--- config.mk ---
export PLATFORM = sky130hd
export DESIGN_NAME = tc_link_state_and_tx_control_regs
export DESIGN_NICKNAME = d
export VERILOG_FILES = /design/src/tc_regs_pkg.sv /design/src/tc_link_state_and_tx_control_regs.sv
export VERILOG_INCLUDE_DIRS = /design/src /design/src/src
export SDC_FILE = /design/constraint.sdc
export NUM_CORES = 1
export LEC_CHECK = 0
export BUFFER_PORTS_ARGS = -buffer_cell sky130_fd_sc_hd__buf_2
export CORE_MARGIN = 10
export CORE_UTILIZATION = 30
export DETAILED_ROUTE_END_ITERATION = 16
export GPL_ROUTABILITY_DRIVEN = 0
export PLACE_DENSITY = 0.59
export SLEW_MARGIN = 0
export SYNTH_ARGS = -nofsm -noshare
export SYNTH_HDL_FRONTEND = slang
export SYNTH_SLANG_ARGS = --single-unit
--- constraint.sdc ---
create_clock -name CLK -period 11.8 [get_ports CLK]
set_clock_uncertainty 0.1 [all_clocks]
set_input_delay 1.77 -clock CLK [delete_from_list [all_inputs] [get_ports CLK]]
set_output_delay 1.77 -clock CLK [all_outputs]
set_load 0.05 [all_outputs]
--- src/tc_regs_consts.svh ---
// register offsets, field positions and reset values of the link control registers
`ifndef TC_REGS_CONSTS_SVH
`define TC_REGS_CONSTS_SVH
`define ADDR_W 11
`define OFS_LINK_SEL 11'h0dc
`define OFS_STATE_RB 11'h0e4
`define OFS_SYNC_FLAGS 11'h0e6
`define OFS_SOFT_RST 11'h299
`define OFS_TX_CTRL_BASE 11'h318
`define OFS_TX_CTRL_LAST 11'h31f
`define OFS_RX_CNT_MODE 11'h402
`define RST_LINK_SEL 16'h0000
`define RST_TX_CTRL 16'h0808
`define RST_RX_CNT_MODE 16'h0000
`define RST_SOFT_RST 16'h0000
`define BIT_TOGGLE 4
`define BIT_RST_RX 7
`define BIT_RST_TX 6
`define BIT_RST_CNT 5
`define SOFT_RST_RW_MASK 16'h011f
`define TX_BIT_CNT_HI 15
`define TX_BIT_COSET_HI 13
`define TX_BIT_SCR_HI 12
`define TX_BIT_CNT_LO 7
`define TX_BIT_COSET_LO 5
`define TX_BIT_SCR_LO 4
`define SOFT_RST_CYCLES 4
`define DELTA_DEFAULT 4'h6
`endif

--- src/tc_regs_pkg.sv ---
// types shared by the link state and transmit control register bank
package tc_regs_pkg;
    typedef enum logic [1:0] {
        DELIN_HUNT = 2'h0,
        DELIN_PRESYNC = 2'h1,
        DELIN_SYNC = 2'h2,
        DELIN_RSVD = 2'h3
    } delin_state_t;
    typedef enum {RST_IDLE, RST_BUSY} rst_seq_t;
endpackage

--- src/tc_link_state_and_tx_control_regs.sv ---
// register bank: link state readback, sync flags, soft resets, tx and rx count controls
// Notes on behaviour
// link select field picks readback link
// readback refreshed after link select write
// state code: hunt, presync, sync, reserved
// bit four toggles on every write
// sync flags are live per link
// bit seven write one resets receiver
// bit six write one resets transmitter
// bit five write one resets counters
// bits seven to five together: global
// eight tx registers, link pair each
// tx count mode: user or all
// coset bit zero adds coset to HEC
// scramble bit one scrambles link cells
// software writes reserved tx bits properly
// software writes reset bits four:three zero
// rx count select per link
// unused upper bits read zero
// presync to sync after delta cells
// soft reset bits self clear
`timescale 1ns/1ps
`default_nettype none
`include "tc_regs_consts.svh"
module tc_link_state_and_tx_control_regs
    import tc_regs_pkg::*;
#(
    parameter int NUM_LINKS = 16,
    parameter int RST_PULSE = `SOFT_RST_CYCLES,
    parameter logic [3:0] DELTA = `DELTA_DEFAULT
) (
    input wire logic CLK, // system clock
    input wire logic SYS_RST, // async reset, high
    input wire logic CE, // clock enable
    input wire logic [`ADDR_W-1:0] ADDR, // register address
    input wire logic WR, // one-cycle write strobe
    input wire logic RD, // one-cycle read strobe
    input wire logic [15:0] WDATA, // write data
    output logic [15:0] RDATA, // read data, one cycle after RD
    input wire logic [31:0] DELIN_STATE, // 2 bits per link from delineation machines
    input wire logic [15:0] HEC_OK, // per link: cell with good HEC seen
    input wire logic [15:0] HEC_BAD, // per link: cell with bad HEC seen
    output logic [15:0] DELTA_REACHED, // per link: delta good cells in presync
    output logic RX_RESET, // receive path reset
    output logic TX_RESET, // transmit path reset
    output logic CNT_RESET, // counter reset
    output logic GLOBAL_RESET, // whole device soft reset
    output logic [15:0] TX_USER_ONLY, // per link tx count mode
    output logic [15:0] TX_COSET_OFF, // per link coset omitted
    output logic [15:0] TX_SCRAMBLE, // per link scrambling
    output logic [15:0] RX_USER_ONLY // per link rx count mode
);
    initial begin
        if (NUM_LINKS != 16 || RST_PULSE < 1 || RST_PULSE > 255 || DELTA == 4'h0) begin
            $error("unsupported parameter value");
        end
    end

    logic [3:0] link_sel;
    logic toggle;
    logic [1:0] state_rb;
    logic [15:0] sync_flags;
    logic [15:0] tx_ctrl [8];
    logic [15:0] rx_cnt_mode;
    logic [2:0] rst_bits;
    logic [15:0] soft_rst_rw;
    logic [7:0] rst_cnt;
    logic global_pend;
    rst_seq_t rst_seq;
    logic [3:0] good_cnt [16];
    logic sel_written;

    function automatic logic hit(input logic [`ADDR_W-1:0] a, input logic [`ADDR_W-1:0] ofs);
        hit = (a == ofs);
    endfunction

    function automatic logic [1:0] link_state(input logic [31:0] all, input logic [3:0] n);
        link_state = all[{n, 1'b0} +: 2];
    endfunction

    wire logic wr_tx = WR && ADDR >= `OFS_TX_CTRL_BASE && ADDR <= `OFS_TX_CTRL_LAST;
    wire logic [2:0] tx_idx = ADDR[2:0];

    // link select register and write toggle
    always_ff @(posedge CLK or posedge SYS_RST) begin
        if (SYS_RST) begin
            link_sel <= 4'h0;
            toggle <= 1'b0;
            sel_written <= 1'b0;
        end else if (CE) begin
            sel_written <= WR && hit(ADDR, `OFS_LINK_SEL);
            if (WR) begin
                toggle <= ~toggle;
            end
            if (WR && hit(ADDR, `OFS_LINK_SEL)) begin
                link_sel <= WDATA[3:0];
            end
        end
    end

    // readback refreshed once the select write has completed
    always_ff @(posedge CLK or posedge SYS_RST) begin
        if (SYS_RST) begin
            state_rb <= 2'h0;
        end else if (CE && sel_written) begin
            state_rb <= link_state(DELIN_STATE, link_sel);
        end
    end

    // live sync flags, one register stage
    always_ff @(posedge CLK or posedge SYS_RST) begin
        if (SYS_RST) begin
            sync_flags <= 16'h0000;
        end else if (CE) begin
            for (int i = 0; i < 16; i++) begin
                sync_flags[i] <= (link_state(DELIN_STATE, 4'(i)) == DELIN_SYNC);
            end
        end
    end

    // tx link pair control registers
    always_ff @(posedge CLK or posedge SYS_RST) begin
        if (SYS_RST) begin
            for (int i = 0; i < 8; i++) begin
                tx_ctrl[i] <= `RST_TX_CTRL;
            end
        end else if (CE && wr_tx) begin
            tx_ctrl[tx_idx] <= WDATA;
        end
    end

    always_ff @(posedge CLK or posedge SYS_RST) begin
        if (SYS_RST) begin
            TX_USER_ONLY <= 16'h0000;
            TX_COSET_OFF <= 16'h0000;
            TX_SCRAMBLE <= 16'h0000;
        end else if (CE) begin
            for (int i = 0; i < 8; i++) begin
                TX_USER_ONLY[i] <= tx_ctrl[i][`TX_BIT_CNT_LO];
                TX_USER_ONLY[i+8] <= tx_ctrl[i][`TX_BIT_CNT_HI];
                TX_COSET_OFF[i] <= tx_ctrl[i][`TX_BIT_COSET_LO];
                TX_COSET_OFF[i+8] <= tx_ctrl[i][`TX_BIT_COSET_HI];
                TX_SCRAMBLE[i] <= tx_ctrl[i][`TX_BIT_SCR_LO];
                TX_SCRAMBLE[i+8] <= tx_ctrl[i][`TX_BIT_SCR_HI];
            end
        end
    end

    // rx count mode select
    always_ff @(posedge CLK or posedge SYS_RST) begin
        if (SYS_RST) begin
            rx_cnt_mode <= `RST_RX_CNT_MODE;
            RX_USER_ONLY <= 16'h0000;
        end else if (CE) begin
            if (WR && hit(ADDR, `OFS_RX_CNT_MODE)) begin
                rx_cnt_mode <= WDATA;
            end
            RX_USER_ONLY <= rx_cnt_mode;
        end
    end

    // soft reset bits: held for RST_PULSE cycles then cleared by hardware
    always_ff @(posedge CLK or posedge SYS_RST) begin
        if (SYS_RST) begin
            rst_bits <= 3'h0;
            soft_rst_rw <= `RST_SOFT_RST;
            rst_cnt <= 8'h00;
            global_pend <= 1'b0;
            rst_seq <= RST_IDLE;
        end else if (CE) begin
            if (WR && hit(ADDR, `OFS_SOFT_RST)) begin
                soft_rst_rw <= WDATA & `SOFT_RST_RW_MASK;
            end
            case (rst_seq)
                RST_IDLE: begin
                    if (WR && hit(ADDR, `OFS_SOFT_RST) && WDATA[7:5] != 3'h0) begin
                        rst_bits <= WDATA[7:5];
                        global_pend <= (WDATA[7:5] == 3'h7);
                        rst_cnt <= 8'(RST_PULSE - 1);
                        rst_seq <= RST_BUSY;
                    end
                end
                RST_BUSY: begin
                    if (rst_cnt == 8'h00) begin
                        if (WR && hit(ADDR, `OFS_SOFT_RST) && WDATA[7:5] != 3'h0) begin
                            // a write setting any of bits seven to five on the last cycle wins over the self clear
                            rst_bits <= WDATA[7:5];
                            global_pend <= (WDATA[7:5] == 3'h7);
                            rst_cnt <= 8'(RST_PULSE - 1);
                        end else begin
                            rst_bits <= 3'h0;
                            global_pend <= 1'b0;
                            rst_seq <= RST_IDLE;
                        end
                    end else begin
                        if (WR && hit(ADDR, `OFS_SOFT_RST)) begin
                            rst_bits <= rst_bits | WDATA[7:5];
                        end
                        rst_cnt <= rst_cnt - 8'h01;
                    end
                end
                default: rst_seq <= RST_IDLE;
            endcase
        end
    end

    always_ff @(posedge CLK or posedge SYS_RST) begin
        if (SYS_RST) begin
            RX_RESET <= 1'b0;
            TX_RESET <= 1'b0;
            CNT_RESET <= 1'b0;
            GLOBAL_RESET <= 1'b0;
        end else if (CE) begin
            RX_RESET <= rst_bits[2];
            TX_RESET <= rst_bits[1];
            CNT_RESET <= rst_bits[0];
            GLOBAL_RESET <= global_pend;
        end
    end

    // consecutive good HEC count in presync, per link
    always_ff @(posedge CLK or posedge SYS_RST) begin
        if (SYS_RST) begin
            for (int i = 0; i < 16; i++) begin
                good_cnt[i] <= 4'h0;
            end
            DELTA_REACHED <= 16'h0000;
        end else if (CE) begin
            for (int i = 0; i < 16; i++) begin
                DELTA_REACHED[i] <= 1'b0;
                if (link_state(DELIN_STATE, 4'(i)) != DELIN_PRESYNC || HEC_BAD[i] || RX_RESET) begin
                    good_cnt[i] <= 4'h0;
                end else if (HEC_OK[i]) begin
                    if (good_cnt[i] + 4'h1 >= DELTA) begin
                        DELTA_REACHED[i] <= 1'b1;
                        good_cnt[i] <= 4'h0;
                    end else begin
                        good_cnt[i] <= good_cnt[i] + 4'h1;
                    end
                end
            end
        end
    end

    // read mux, unused bits zero
    always_ff @(posedge CLK or posedge SYS_RST) begin
        if (SYS_RST) begin
            RDATA <= 16'h0000;
        end else if (CE && RD) begin
            RDATA <= 16'h0000;
            if (hit(ADDR, `OFS_LINK_SEL)) begin
                RDATA <= {11'h000, toggle, link_sel};
            end else if (hit(ADDR, `OFS_STATE_RB)) begin
                RDATA <= {14'h0000, state_rb};
            end else if (hit(ADDR, `OFS_SYNC_FLAGS)) begin
                RDATA <= sync_flags;
            end else if (hit(ADDR, `OFS_SOFT_RST)) begin
                RDATA <= soft_rst_rw | {8'h00, rst_bits, 5'h00};
            end else if (ADDR >= `OFS_TX_CTRL_BASE && ADDR <= `OFS_TX_CTRL_LAST) begin
                RDATA <= tx_ctrl[tx_idx];
            end else if (hit(ADDR, `OFS_RX_CNT_MODE)) begin
                RDATA <= rx_cnt_mode;
            end
        end
    end

    chk_toggle_on_write: assert property (@(posedge CLK) disable iff (SYS_RST)
        CE && WR |=> toggle != $past(toggle))
        else $error("toggle did not flip on write");
    chk_readback_refresh: assert property (@(posedge CLK) disable iff (SYS_RST)
        CE && WR && hit(ADDR, `OFS_LINK_SEL) ##1 CE |=>
        state_rb == link_state($past(DELIN_STATE), $past(link_sel)))
        else $error("readback not refreshed");
    chk_sync_live: assert property (@(posedge CLK) disable iff (SYS_RST)
        CE |=> sync_flags[0] == ($past(DELIN_STATE[1:0]) == DELIN_SYNC))
        else $error("sync flag wrong");
    chk_rx_reset_go: assert property (@(posedge CLK) disable iff (SYS_RST)
        CE && WR && hit(ADDR, `OFS_SOFT_RST) && WDATA[7] && rst_seq == RST_IDLE ##1 CE
        |=> RX_RESET)
        else $error("receiver reset missing");
    chk_zero_no_reset: assert property (@(posedge CLK) disable iff (SYS_RST)
        CE && rst_seq == RST_IDLE && !(WR && hit(ADDR, `OFS_SOFT_RST)) |=> !rst_bits[1])
        else $error("spurious transmitter reset");
    chk_global_reset: assert property (@(posedge CLK) disable iff (SYS_RST)
        GLOBAL_RESET |-> RX_RESET && TX_RESET && CNT_RESET)
        else $error("global reset without all parts");
    chk_reset_clears: assert property (@(posedge CLK) disable iff (SYS_RST)
        rst_seq == RST_BUSY && rst_cnt == 8'h00 && CE && !(WR && hit(ADDR, `OFS_SOFT_RST))
        |=> rst_bits == 3'h0)
        else $error("soft reset did not self clear");
    chk_scramble_map: assert property (@(posedge CLK) disable iff (SYS_RST)
        CE |=> TX_SCRAMBLE[8] == $past(tx_ctrl[0][`TX_BIT_SCR_HI]))
        else $error("scramble mapping wrong");
    chk_upper_zero: assert property (@(posedge CLK) disable iff (SYS_RST)
        CE && RD && hit(ADDR, `OFS_STATE_RB) |=> RDATA[15:2] == 14'h0000)
        else $error("unused bits not zero");
    chk_rx_count_mode: assert property (@(posedge CLK) disable iff (SYS_RST)
        CE |=> RX_USER_ONLY == $past(rx_cnt_mode))
        else $error("rx count mode not passed");
    // state code in the low two bits of the readback
    chk_state_code: assert property (@(posedge CLK) disable iff (SYS_RST)
        CE && RD && hit(ADDR, `OFS_STATE_RB) |=> RDATA[1:0] == $past(state_rb))
        else $error("state code not returned");
    // select field captures the written link number
    chk_sel_field: assert property (@(posedge CLK) disable iff (SYS_RST)
        CE && WR && hit(ADDR, `OFS_LINK_SEL) |=> link_sel == $past(WDATA[3:0]))
        else $error("link select not stored");
    // each tx register takes the whole written word
    chk_tx_write: assert property (@(posedge CLK) disable iff (SYS_RST)
        CE && wr_tx |=> tx_ctrl[$past(tx_idx)] == $past(WDATA))
        else $error("tx register not stored");
    // high byte count bit serves link eight
    chk_tx_count_map: assert property (@(posedge CLK) disable iff (SYS_RST)
        CE |=> TX_USER_ONLY[8] == $past(tx_ctrl[0][`TX_BIT_CNT_HI]))
        else $error("tx count mapping wrong");
    // low byte coset bit serves link zero
    chk_coset_map: assert property (@(posedge CLK) disable iff (SYS_RST)
        CE |=> TX_COSET_OFF[0] == $past(tx_ctrl[0][`TX_BIT_COSET_LO]))
        else $error("coset mapping wrong");
    // bit six written one starts a transmit reset
    chk_tx_reset_go: assert property (@(posedge CLK) disable iff (SYS_RST)
        CE && WR && hit(ADDR, `OFS_SOFT_RST) && WDATA[6] && rst_seq == RST_IDLE ##1 CE
        |=> TX_RESET)
        else $error("transmitter reset missing");
    // bit five written one starts a counter reset
    chk_cnt_reset_go: assert property (@(posedge CLK) disable iff (SYS_RST)
        CE && WR && hit(ADDR, `OFS_SOFT_RST) && WDATA[5] && rst_seq == RST_IDLE ##1 CE
        |=> CNT_RESET)
        else $error("counter reset missing");
    // all three bits in one write start a global reset
    chk_global_go: assert property (@(posedge CLK) disable iff (SYS_RST)
        CE && WR && hit(ADDR, `OFS_SOFT_RST) && WDATA[7:5] == 3'h7 && rst_seq == RST_IDLE
        ##1 CE |=> GLOBAL_RESET)
        else $error("global reset missing");
    // no delta pulse on link zero outside presync
    chk_delta_presync: assert property (@(posedge CLK) disable iff (SYS_RST)
        CE && link_state(DELIN_STATE, 4'h0) != DELIN_PRESYNC |=> !DELTA_REACHED[0])
        else $error("delta pulse outside presync");
    // link select read keeps its upper bits zero
    chk_sel_upper_zero: assert property (@(posedge CLK) disable iff (SYS_RST)
        CE && RD && hit(ADDR, `OFS_LINK_SEL) |=> RDATA[15:5] == 11'h000)
        else $error("select upper bits not zero");
    // rx count select takes the whole written word
    chk_rx_cnt_write: assert property (@(posedge CLK) disable iff (SYS_RST)
        CE && WR && hit(ADDR, `OFS_RX_CNT_MODE) |=> rx_cnt_mode == $past(WDATA))
        else $error("rx count select not stored");
    // clock enable low freezes the select state
    chk_freeze: assert property (@(posedge CLK) disable iff (SYS_RST)
        !CE |=> toggle == $past(toggle) && link_sel == $past(link_sel))
        else $error("state moved with enable low");
endmodule // tc_link_state_and_tx_control_regs
`default_nettype wire

# == Word level (Yosys, flattened, before mapping) ==
# Index checks and enable logic that the tools add are counted.
# classes
n_eq_ne,43
multipliers,0
n_div,0
shifts,1
n_bitwise,4
n_lt_le_gt_ge,20
addsub,17
reduce_logical,87
n_mux,124
# op_table
op,count
4-bit 2-to-1 mux,48
16-bit 2-to-1 mux,9
128-bit bitwise mux,1
32-bit 2-to-1 mux,3
"4-bit by 1-bit adder with 4-bit output, second input constant",16
"4-bit by 3-bit greater-or-equal comparator with 1-bit output, second input constant",16
32-bit case mux with 2 select lines,1
1-bit 2-to-1 mux,51
16-bit binary-select mux with 3-bit select,1
16-bit demux with 3-bit select,1
2-bit AND reduction,21
2-bit nonzero test,17
"11-bit by 8-bit == test with 1-bit output, second input constant",3
"2-bit == test, second input constant",16
"32-bit by 1-bit == test with 1-bit output, second input constant",1
32-bit zero test,1
1-bit logical OR,32
"2-bit by 1-bit != test with 1-bit output, second input constant",16
32-bit by 6-bit indexed part select with 2-bit output,1
8-bit 2-to-1 mux,2
8-bit case mux with 2 select lines,1
3-bit 2-to-1 mux,4
4-bit AND reduction,3
"11-bit by 10-bit == test with 1-bit output, second input constant",1
other kinds (18),30
# word_totals
elab_cells,341
mem_count,0
reg_bits,382
output_inout_bits,100
inputBits,96
romBits,0
latchBits,0
ramBits,0

# == Logic depth before layout (Yosys ltp) ==
# Gate-level depths: netlist of run 1.
# logic_depth
ltp_word,9
mapped_depth,9

# == Worst setup path before layout of run 1 ==
# Ideal clock, no wire load.
# synth_path
path_type,in2reg
startpoint,input ADDR[5]
endpoint,register tx_ctrl[111] in the netlist's numbering
t_arrival_ns,3.196
setup_slack_ns,8.379
n_path_buf,3
path_stages,7
path_cell_list,and3b_1 -> buf_4 -> nand3_2 -> buf_4 -> nor4_4 -> buf_6 -> mux2_2
# synth_between
elab_chain_len,4
# synth_lines
item,line,rtl
start: declaration,tc_link_state_and_tx_control_regs.sv:35,"input wire logic [`ADDR_W-1:0] ADDR,"
11-bit by 10-bit greater-or-equal comparator with 1-bit output (no source line),-,
1-bit logical AND (no source line),-,
1-bit logical AND (no source line) *,-,
1-bit logical AND *,tc_link_state_and_tx_control_regs.sv:127,end else if (CE && wr_tx) begin
end signal: indexed assignment,tc_link_state_and_tx_control_regs.sv:125,tx_ctrl[i] <= `RST_TX_CTRL;
end: declaration,tc_link_state_and_tx_control_regs.sv:63,logic [15:0] tx_ctrl [8];
# Every way passes the cells marked *; elsewhere a longest branch is shown, timed or not.
# A chain may end at the register's enable or synchronous reset.

# == Final worst setup path of run 1 ==
# layout_path
startpoint,input CE
endpoint,register RDATA[8]
# layout_between
elab_chain_len,1
# layout_lines
item,line,rtl
start: declaration,tc_link_state_and_tx_control_regs.sv:34,"input wire logic CE,"
1-bit logical AND,tc_link_state_and_tx_control_regs.sv:249,end else if (CE && RD) begin
end signal: assignment,tc_link_state_and_tx_control_regs.sv:252,"RDATA <= {11'h000, toggle, link_sel};"
end signal: assignment,tc_link_state_and_tx_control_regs.sv:254,"RDATA <= {14'h0000, state_rb};"
end signal: assignment,tc_link_state_and_tx_control_regs.sv:256,RDATA <= sync_flags;
end: declaration,tc_link_state_and_tx_control_regs.sv:39,"output logic [15:0] RDATA,"
# Every way passes these cells.

==> impl_results.html, run 1 <==
<table>
<tr><th>Metric</th><th>Value</th></tr>
<tr><th colspan="2">Synth</th></tr>
<tr><td>Synthesized-area fraction occupied by adder cells</td><td>0.02512</td></tr>
<tr><td>Number of enable-type register cells in the synthesized netlist</td><td>0</td></tr>
<tr><td>XOR/XNOR share of the synthesized area</td><td>0.003103</td></tr>
<tr><td>Main combinational cell family by area after synthesis</td><td>multiplexers</td></tr>
<tr><td>Count of cell types in the netlist</td><td>75</td></tr>
<tr><td>Synth Area in Compound Gates</td><td>0.1127</td></tr>
<tr><td>Synthesized-area fraction occupied by and/or/nand/nor cells</td><td>0.1125</td></tr>
<tr><td>Most used flip-flop cell after synthesis</td><td>sky130_fd_sc_hd__dfrtp_1</td></tr>
<tr><td>Number of synthesis warnings</td><td>0</td></tr>
<tr><td>Portion of the post-synthesis area used by sequential elements</td><td>0.5199</td></tr>
<tr><td>Cells after Synth</td><td>1386</td></tr>
<tr><td>Average cell area after synthesis</td><td>12.22 µm²</td></tr>
<tr><td>Mux contribution to synthesized area</td><td>0.1987</td></tr>
<tr><td>Cell area after synthesis</td><td>0.01693 mm²</td></tr>
<tr><td>Number of storage elements in the synthesis netlist</td><td>351</td></tr>
<tr><td>Async set-reset flop share out of synthesis</td><td>1.000</td></tr>
<tr><td>Synthesized Nets</td><td>1516</td></tr>
<tr><th colspan="2">Worst setup path</th></tr>
<tr><td>Buffers &amp; Inverters on Critical Path</td><td>2</td></tr>
<tr><td>Maximum fanout count along the critical path</td><td>59</td></tr>
<tr><td>Kind of critical path</td><td>input port to register</td></tr>
<tr><td>Cell type group with the largest total delay on the critical path</td><td>compound AO/OA/AOI/OAI gates</td></tr>
<tr><td>Endpoint type of the worst setup path</td><td>register</td></tr>
<tr><td>Crit start category</td><td>input port</td></tr>
<tr><td>Largest stage delay on the critical path</td><td>0.81 ns</td></tr>
<tr><td>Register-to-register setup slack</td><td>9.30 ns</td></tr>
<tr><td>Reg2Reg Capture Point</td><td>rst_cnt[7]$_DFFE_PP0P_</td></tr>
<tr><td>Slowest CP cell</td><td>sky130_fd_sc_hd__a21oi_1</td></tr>
<tr><td>Most common cell type on the critical path</td><td>sky130_fd_sc_hd__buf_4</td></tr>
<tr><td>Critical path depth</td><td>6</td></tr>
<tr><td>Depth of the worst register-to-register path</td><td>7</td></tr>
<tr><td>Reg-to-reg critical path startpoint</td><td>rst_cnt[0]$_DFFE_PP0P_</td></tr>
<tr><td>Ordered list of cells on the worst path</td><td>buf_4, buf_4, nand2_1, a21oi_1, o21ai_0, a32oi_1</td></tr>
<tr><td>Required @ worst endpoint</td><td>12.15 ns</td></tr>
<tr><td>Data arrival, critical path</td><td>4.95 ns</td></tr>
<tr><th colspan="2">Drt</th></tr>
<tr><td>Detailed Routing Iterations Pass 1</td><td>5</td></tr>
<tr><td>Final ANT Viol Nets</td><td>0</td></tr>
<tr><td>Vias per std cell</td><td>5.114</td></tr>
<tr><td>Initial DRC count</td><td>813</td></tr>
<tr><td>Final WL</td><td>49.61 mm</td></tr>
<tr><td>Wire per inst</td><td>21.08 µm</td></tr>
<tr><td>Via count</td><td>12030</td></tr>
<tr><td>Drt drc</td><td>0</td></tr>
<tr><th colspan="2">Floorplan</th></tr>
<tr><td>Top-level I/O count</td><td>196</td></tr>
<tr><td>Initial standard-cell utilization of the core</td><td>0.3015</td></tr>
<tr><td>Core footprint</td><td>0.05617 mm²</td></tr>
<tr><td>Die Outline Area</td><td>0.06635 mm²</td></tr>
<tr><td>Die outline width</td><td>257.6 µm</td></tr>
<tr><td>Site row count</td><td>87</td></tr>
<tr><td>Height of the chip</td><td>257.6 µm</td></tr>
<tr><th colspan="2">STA</th></tr>
<tr><td>Fmax</td><td>0.2172 GHz</td></tr>
<tr><td>Slew Limit Headroom</td><td>0.1468</td></tr>
<tr><td>Tcrit/Tclk final</td><td>0.3902</td></tr>
<tr><td>Worst-margin pin slew</td><td>1.280 ns</td></tr>
<tr><td>Count of endpoints failing setup in the final report</td><td>0</td></tr>
<tr><td>Endpoints failing hold</td><td>0</td></tr>
<tr><td>RSZ-0062 raised after global routing</td><td>false</td></tr>
<tr><td>Fin Setup TNS</td><td>0 ns</td></tr>
<tr><td>Time the worst path needs with I/O delays and setup</td><td>4.605 ns</td></tr>
<tr><td>Pins over their slew limit</td><td>0</td></tr>
<tr><td>Post-Route Hold Slack</td><td>0.3793 ns</td></tr>
<tr><th colspan="2">Clock tree</th></tr>
<tr><td>Clock transition at the registers of the reported paths</td><td>0.06 ns</td></tr>
<tr><td>Library cell used as clock root buffer</td><td>sky130_fd_sc_hd__clkbuf_16</td></tr>
<tr><td>Number of buffers on the longest clock path</td><td>3</td></tr>
<tr><td># Post-CTS Setup Buffers</td><td>0</td></tr>
<tr><td>Number of buffers created by CTS</td><td>37</td></tr>
<tr><td>CTS tree</td><td>done</td></tr>
<tr><td>CTS H-Tree Depth</td><td>2</td></tr>
<tr><td>Post-cts repair resize count</td><td>0</td></tr>
<tr><td>CTS sink cnt</td><td>351</td></tr>
<tr><td>Clock network latency to the later pin of the worst-skew pair</td><td>0.55 ns</td></tr>
<tr><td>CTS hold repair buffers</td><td>0</td></tr>
<tr><th colspan="2">GRT</th></tr>
<tr><td>Global-route usage over all layers</td><td>0.1462</td></tr>
<tr><td>Vias in the first global route</td><td>12410</td></tr>
<tr><td>Maximum number of pins on one net before global-route repair</td><td>136</td></tr>
<tr><td>First-pass GRT wire length</td><td>76.25 mm</td></tr>
<tr><td>Number of antenna violations at the first check in global routing</td><td>16</td></tr>
<tr><td>Leftover overflow at the end of global routing</td><td>0</td></tr>
<tr><th colspan="2">Run status</th></tr>
<tr><td>Result of the run</td><td>finished clean</td></tr>
<tr><th colspan="2">Pwr</th></tr>
<tr><td>Power density over cell area</td><td>129.9 mW/mm²</td></tr>
<tr><td>Worst IR Drop VDD</td><td>0.08667 mV</td></tr>
<tr><td>Leakage power</td><td>9.514 nW</td></tr>
<tr><th colspan="2">Layout</th></tr>
<tr><td>Final Net Count</td><td>1697</td></tr>
<tr><td>Filler instances</td><td>5580</td></tr>
<tr><td>Signed area change from the synthesized netlist to the final layout</td><td>17.02%</td></tr>
<tr><td>Final core utilization</td><td>0.3528</td></tr>
<tr><td>Fraction of final layout cells sized beyond drive strength 1</td><td>0.3411</td></tr>
<tr><td>Summed area of non-filler cells in the final layout</td><td>0.01982 mm²</td></tr>
<tr><th colspan="2">Hold path</th></tr>
<tr><td>Worst hold-check path type</td><td>register to register</td></tr>
<tr><td>Hold path startpoint</td><td>toggle$_DFFE_PP0P_</td></tr>
<tr><td>Hold Path End</td><td>toggle$_DFFE_PP0P_</td></tr>
<tr><td>Hold Crit Depth</td><td>1</td></tr>
<tr><th colspan="2">Placement</th></tr>
<tr><td>HPWL after detailed placement</td><td>35.49 mm</td></tr>
<tr><td>Number of buffer cells added on primary ports</td><td>195</td></tr>
<tr><td>Cell area after placement</td><td>0.01859 mm²</td></tr>
<tr><th colspan="2">Run</th></tr>
<tr><td>Number of max-cap violations</td><td>0</td></tr>
</table>
[registers in the layout, indices dropped and copies added, names as in the netlist, 2 cells and up]
signal	cells
soft_rst_rw	6
TX_SCRAMBLE	16
TX_COSET_OFF	16
DELTA_REACHED	16
RX_USER_ONLY	16
good_cnt	64
state_rb	2
sync_flags	16
rst_cnt	8
TX_USER_ONLY	16
RDATA	16
rx_cnt_mode	16
tx_ctrl	128
link_sel	4
rst_bits	3
[Yosys cell counts, drive strengths merged (3+ instances only)]
cell type	count	area (µm²)
buf	39	267.8
mux2i	23	230.2
nor3	7	35.03
a22oi	11	82.58
and2	27	168.9
a221o	5	50.05
nor2b	19	118.9
clkbuf	26	97.59
nand3b	3	22.52
a21oi	31	155.2
nor4	5	91.34
a221oi	5	43.79
ha	34	425.4
nand2b	33	206.5
dfstp	16	420.4
mux2	231	2639
dfrtp	335	8383
o21ai	90	450.4
and3	5	36.28
o211ai	14	105.1
mux4	22	495.5
nand2	130	488.0
xor2	5	43.79
o2bb2ai	42	367.9
nand4	15	130.1
nor2	40	168.9
a211o	13	113.9
o22ai	5	31.28
a32oi	4	35.03
nand3	30	160.2
o21bai	8	60.06
nor3b	19	147.6
a22o	9	78.83
a2111oi	8	70.07
or3	5	31.28
o221ai	14	122.6
inv	28	105.1
[routing by layer]
layer / vias to the layer above / track usage / wire length (µm)
li1: 5471 / - / -
met1: 6156 / 0.1860 / 21610
met2: 302 / 0.2325 / 22900
met3: 83 / 0.04749 / 3692
met4: 22 / 0.04607 / 1277
met5: - / 0 / 126
[through the flow]
| step | cells | setup WS [ns] | power, mW |
|---|---|---|---|
| detailed placement | 2284 | 6.595 | 1.410 |
| floorplan | 1386 | 0.2213 | 1.341 |
| finish | 2353 | 7.195 | 2.574 |
| global route | 2352 | 6.945 | 2.664 |
| CTS | 2351 | 7.161 | 2.609 |
| global placement | 2284 | 6.734 | 1.408 |
[worst register-to-register path: cells and delay by family (launching register included)]
kind                       cells  cell delay (ns)
DFF                            1             0.38
buffers and inverters          1             0.13
and+or+nand+nor                1             0.51
adders and majority gates      1             0.16
AOI/OAI and AO/OA              4             1.15
[placed cells by master, fill, tap and decap left out, drive strengths merged, types with 13 or more instances in the layout]
master   count
nor3b       19
nand4       15
dfstp       16
inv         32
nand2      130
ha          34
mux2       231
nor2b       19
nand3       30
o21ai       90
a21oi       31
nor2        40
and2        27
o221ai      14
clkbuf      55
dfrtp      335
nand2b      33
mux2i       23
buf        207
mux4        22
o2bb2ai     42
a211o       13
o211ai      14
[report_power, final]
group	internal, mW	switching (mW)	leakage, nW
combinational	0.0454	0.112	4.13
clock	0.691	0.497	0.595
sequential	1.22	0.0120	4.79
total	1.95	0.621	9.51
[cell type report]
class / instances / area, µm² / area share
antenna: 2 / 5.005 / 0.0002526
clock buffer: 55 / 1054 / 0.05317
clock inverter: 12 / 163.9 / 0.008272
inverter: 29 / 116.4 / 0.005872
multi-input combinational: 941 / 7659 / 0.3865
sequential: 351 / 8803 / 0.4443
tap: 756 / 945.9 / 0.04774
timing repair buffer: 207 / 1069 / 0.05392
[worst max path at each step]
stage	slack, ns	from	to
CTS	7.16	CE	rx_cnt_mode[8]$_DFFE_PP0P_
global route	6.95	CE	RDATA[8]$_DFFE_PP0P_
detailed placement	6.60	CE	rx_cnt_mode[1]$_DFFE_PP0P_
finish	7.20	CE	RDATA[8]$_DFFE_PP0P_
floorplan	0.22	SYS_RST	CNT_RESET$_DFFE_PP0P_
global placement	6.73	CE	rx_cnt_mode[5]$_DFFE_PP0P_
[cells by family (layout without fill, tap and decap cells)]
group                    count (synthesis)  in the layout
AO/OA/AOI/OAI                          276            276
XOR/XNOR                                 6              6
adder cells (fa/ha/maj)                 34             34
buffers and inverters                   94            303
flip-flops                             351            351
multiplexers                           276            276
other                                    0              2
AND/OR/NAND/NOR                        349            349
Note: power is estimated with default switching activity, not from simulation.
==> inputs of run 2 (changes only) <==
- clock period: 11.8 -> 4.1 ns (I/O delays scaled with it)
==> impl_results.html, run 2 (synthesized netlist as in run 1, its figures left out) <==
<table>
<tr><th>Metric</th><th>Value</th></tr>
<tr><th colspan="2">Pwr</th></tr>
<tr><td>Worst IR Drop VDD</td><td>0.2505 mV (+190%)</td></tr>
<tr><td>Net Sw Power</td><td>1.781 mW (+190%)</td></tr>
<tr><td>Combinational group share of total power</td><td>0.062 (about the same)</td></tr>
<tr><td>Power density over cell area</td><td>375.8 mW/mm² (+190%)</td></tr>
<tr><td>Cell Int Power</td><td>5.753 mW (+190%)</td></tr>
<tr><td>Final Power</td><td>7.535 mW (+190%)</td></tr>
<tr><td>Share of power burned in the clock network</td><td>0.468 (+0.006)</td></tr>
<tr><td>Proportion of power drawn by flip-flops and latches</td><td>0.470 (-0.007)</td></tr>
<tr><td>Switching Fraction</td><td>0.2364 (-0.004761)</td></tr>
<tr><td>Leakage power</td><td>9.649 nW (+1.4%)</td></tr>
<tr><th colspan="2">Layout</th></tr>
<tr><td>Summed area of non-filler cells in the final layout</td><td>0.02005 mm² (+1.2%)</td></tr>
<tr><td>Final Net Count</td><td>1716 (+1.1%)</td></tr>
<tr><td>Filler instances</td><td>5564 (-0.29%)</td></tr>
<tr><td>Leading cell type in the layout, fill and taps excluded</td><td>sky130_fd_sc_hd__dfrtp_1</td></tr>
<tr><td>Non-filler instance count after layout</td><td>2372 (+0.81%)</td></tr>
<tr><td>Number of flip-flops in the largest register</td><td>128 (unchanged)</td></tr>
<tr><td>Largest registers ranked by flip-flop count</td><td>tx_ctrl x128, good_cnt x64</td></tr>
<tr><td>Highest-count cells in the layout ignoring fill and taps</td><td>sky130_fd_sc_hd__dfrtp_1, sky130_fd_sc_hd__mux2_2, sky130_fd_sc_hd__buf_2</td></tr>
<tr><td>Signed area change from the synthesized netlist to the final layout</td><td>18.40%</td></tr>
<tr><td>Fraction of final layout cells sized beyond drive strength 1</td><td>0.3505 (+0.009399)</td></tr>
<tr><td>Largest register by flop count</td><td>tx_ctrl</td></tr>
<tr><th colspan="2">Worst setup path</th></tr>
<tr><td>Cell type group with the largest total delay on the critical path</td><td>compound AO/OA/AOI/OAI gates</td></tr>
<tr><td>Buffers &amp; Inverters on Critical Path</td><td>2 (unchanged)</td></tr>
<tr><td>Register-to-register setup slack</td><td>1.49 ns (-7.81 ns)</td></tr>
<tr><td>Ordered list of cells on the worst path</td><td>buf_4, buf_4, nand2_1, a21oi_1, o21ai_0, a32oi_1</td></tr>
<tr><td>Kind of critical path</td><td>input port to register</td></tr>
<tr><td>Data arrival, critical path</td><td>3.04 ns (-1.91 ns)</td></tr>
<tr><td>Largest stage delay on the critical path</td><td>0.66 ns (-0.15 ns)</td></tr>
<tr><td>Most common cell type on the critical path</td><td>sky130_fd_sc_hd__buf_4</td></tr>
<tr><td>Reg2Reg Capture Point</td><td>rst_cnt[4]$_DFFE_PP0P_</td></tr>
<tr><td>Required @ worst endpoint</td><td>4.44 ns (-7.71 ns)</td></tr>
<tr><td>Slowest CP cell</td><td>sky130_fd_sc_hd__a21oi_1</td></tr>
<tr><td>Depth of the worst register-to-register path</td><td>7 (unchanged)</td></tr>
<tr><td>Crit start category</td><td>input port</td></tr>
<tr><td>Maximum fanout count along the critical path</td><td>39 (-34%)</td></tr>
<tr><td>Endpoint type of the worst setup path</td><td>register</td></tr>
<tr><td>Reg-to-reg critical path startpoint</td><td>rst_cnt[1]$_DFFE_PP0P_</td></tr>
<tr><th colspan="2">STA</th></tr>
<tr><td>Slew Limit Headroom</td><td>0.3244 (+0.1777)</td></tr>
<tr><td>Setup slack after layout</td><td>1.394 ns (-5.801 ns)</td></tr>
<tr><td>RSZ-0062 raised after global routing</td><td>false</td></tr>
<tr><td>Time the worst path needs with I/O delays and setup</td><td>2.706 ns</td></tr>
<tr><td>Fin Setup TNS</td><td>0 ns (unchanged)</td></tr>
<tr><td>Tcrit/Tclk final</td><td>0.6600</td></tr>
<tr><td>Pins over their slew limit</td><td>0 (unchanged)</td></tr>
<tr><td>Fmax</td><td>0.3695 GHz</td></tr>
<tr><td>Count of endpoints failing setup in the final report</td><td>0 (unchanged)</td></tr>
<tr><td>Endpoints failing hold</td><td>0 (unchanged)</td></tr>
<tr><td>Worst-margin pin slew</td><td>1.013 ns (-0.2665 ns)</td></tr>
<tr><th colspan="2">Drt</th></tr>
<tr><td>Initial DRC count</td><td>953 (+17%)</td></tr>
<tr><td>Drt drc</td><td>0 (unchanged)</td></tr>
<tr><td>Detailed Routing Iterations Pass 1</td><td>5 (unchanged)</td></tr>
<tr><td>Wire per inst</td><td>20.95 µm (-0.64%)</td></tr>
<tr><td>Final ANT Viol Nets</td><td>0 (unchanged)</td></tr>
<tr><td>Vias per std cell</td><td>5.103 (-0.22%)</td></tr>
<tr><td>Via count</td><td>12110 (+0.59%)</td></tr>
<tr><td>Final WL</td><td>49.69 mm (+0.16%)</td></tr>
<tr><th colspan="2">Clock tree</th></tr>
<tr><td>Clock network latency to the later pin of the worst-skew pair</td><td>0.53 ns (-0.02 ns)</td></tr>
<tr><td># Post-CTS Setup Buffers</td><td>0 (unchanged)</td></tr>
<tr><td>Post-cts repair resize count</td><td>0 (unchanged)</td></tr>
<tr><td>Clock transition at the registers of the reported paths</td><td>0.06 ns (about the same)</td></tr>
<tr><td>CTS sink cnt</td><td>351 (unchanged)</td></tr>
<tr><td>Library cell used as clock root buffer</td><td>sky130_fd_sc_hd__clkbuf_16</td></tr>
<tr><td>Number of buffers on the longest clock path</td><td>3 (unchanged)</td></tr>
<tr><td>CTS hold repair buffers</td><td>0 (unchanged)</td></tr>
<tr><td>CTS tree</td><td>done</td></tr>
<tr><td>Number of buffers created by CTS</td><td>38 (+2.7%)</td></tr>
<tr><td>CTS H-Tree Depth</td><td>2 (unchanged)</td></tr>
<tr><th colspan="2">Floorplan</th></tr>
<tr><td>Die outline width</td><td>257.6 µm (unchanged)</td></tr>
<tr><td>Site row count</td><td>87 (unchanged)</td></tr>
<tr><td>Core footprint</td><td>0.05617 mm² (unchanged)</td></tr>
<tr><td>Die Outline Area</td><td>0.06635 mm² (unchanged)</td></tr>
<tr><td>Top-level I/O count</td><td>196 (unchanged)</td></tr>
<tr><td>Height of the chip</td><td>257.6 µm (unchanged)</td></tr>
<tr><td>Initial standard-cell utilization of the core</td><td>0.3015 (unchanged)</td></tr>
<tr><th colspan="2">GRT</th></tr>
<tr><td>Vias in the first global route</td><td>12150 (-2.1%)</td></tr>
<tr><td>Global-route usage over all layers</td><td>0.1461 (about the same)</td></tr>
<tr><td>Maximum number of pins on one net before global-route repair</td><td>80 (-41%)</td></tr>
<tr><td>First-pass GRT wire length</td><td>76.03 mm (-0.28%)</td></tr>
<tr><td>Number of antenna violations at the first check in global routing</td><td>12 (-4)</td></tr>
<tr><td>Leftover overflow at the end of global routing</td><td>0 (unchanged)</td></tr>
<tr><th colspan="2">Hold path</th></tr>
<tr><td>Worst hold-check path type</td><td>input port to async pin</td></tr>
<tr><th colspan="2">Placement</th></tr>
<tr><td>Number of buffer cells added on primary ports</td><td>195 (unchanged)</td></tr>
<tr><td>HPWL after detailed placement</td><td>36.56 mm (+3.0%)</td></tr>
<tr><td>Setup slack after placement</td><td>0.8534 ns (-5.742 ns)</td></tr>
<tr><td>Number of instances in the placed design</td><td>2302 (+0.79%)</td></tr>
<tr><td>Cell area after placement</td><td>0.01876 mm² (+0.91%)</td></tr>
<tr><th colspan="2">Run status</th></tr>
<tr><td>Result of the run</td><td>finished clean</td></tr>
<tr><th colspan="2">Run</th></tr>
<tr><td>Number of max-cap violations</td><td>0 (unchanged)</td></tr>
</table>
-- run 2: worst max path at each step --
stage	slack, ns	to	depth (start not counted)	startpoint
after floorplan	-1.30	CNT_RESET$_DFFE_PP0P_	1	SYS_RST
after global placement	0.96	RDATA[3]$_DFFE_PP0P_	6	CE
after detailed placement	0.85	RDATA[6]$_DFFE_PP0P_	6	CE
after CTS	1.40	RDATA[6]$_DFFE_PP0P_	6	CE
after global routing	1.11	rst_cnt[7]$_DFFE_PP0P_	7	rst_cnt[0]$_DFFE_PP0P_
final	1.39	RDATA[6]$_DFFE_PP0P_	6	CE
-- run 2: metrics by stage --
stage                     hold slack [ns]  utilization
after CTS                          0.1784       0.3569
after detailed placement           0.3738       0.3340
after floorplan                    0.3461            -
after global placement             0.3666       0.3340
final                              0.1911       0.3569
after global routing               0.1826       0.3569
-- run 2: area by class of cell --
cell class,instances,area (µm²),share of cell area
diodes,1,2.502,0.0001248
clock buffers,55,1085,0.05411
clock inverters,14,200.2,0.009985
inverters,29,112.6,0.005617
multi-input cells,941,7659,0.3820
flip-flops and latches,351,8803,0.4391
well taps,756,945.9,0.04718
repair buffers,225,1241,0.06191
-- run 2: metal layers --
layer | vias up | wire length [µm] | GRT usage
met5 | - | 102 | 0
met4 | 16 | 860 | 0.03562
met3 | 61 | 3442 | 0.04281
met2 | 299 | 23630 | 0.2354
met1 | 6215 | 21660 | 0.1901
li1 | 5514 | - | -
-- run 2: worst reg2reg max path, delay by kind of cell (launching register included) --
kind | cells | cell delay (ns)
fa+ha+maj | 1 | 0.16
buf+inv | 1 | 0.13
simple gates | 1 | 0.55
compound gates | 4 | 1.15
flops | 1 | 0.41
-- run 2: power groups by stage --
stage / logic (mW) / clock network, mW / registers (mW)
global placement: 0.466 / 0 / 3.60
finish: 0.468 / 3.53 / 3.54
CTS: 0.475 / 3.61 / 3.54
detailed placement: 0.473 / 0 / 3.60
global route: 0.513 / 3.75 / 3.54
floorplan: 0.248 / 0 / 3.61
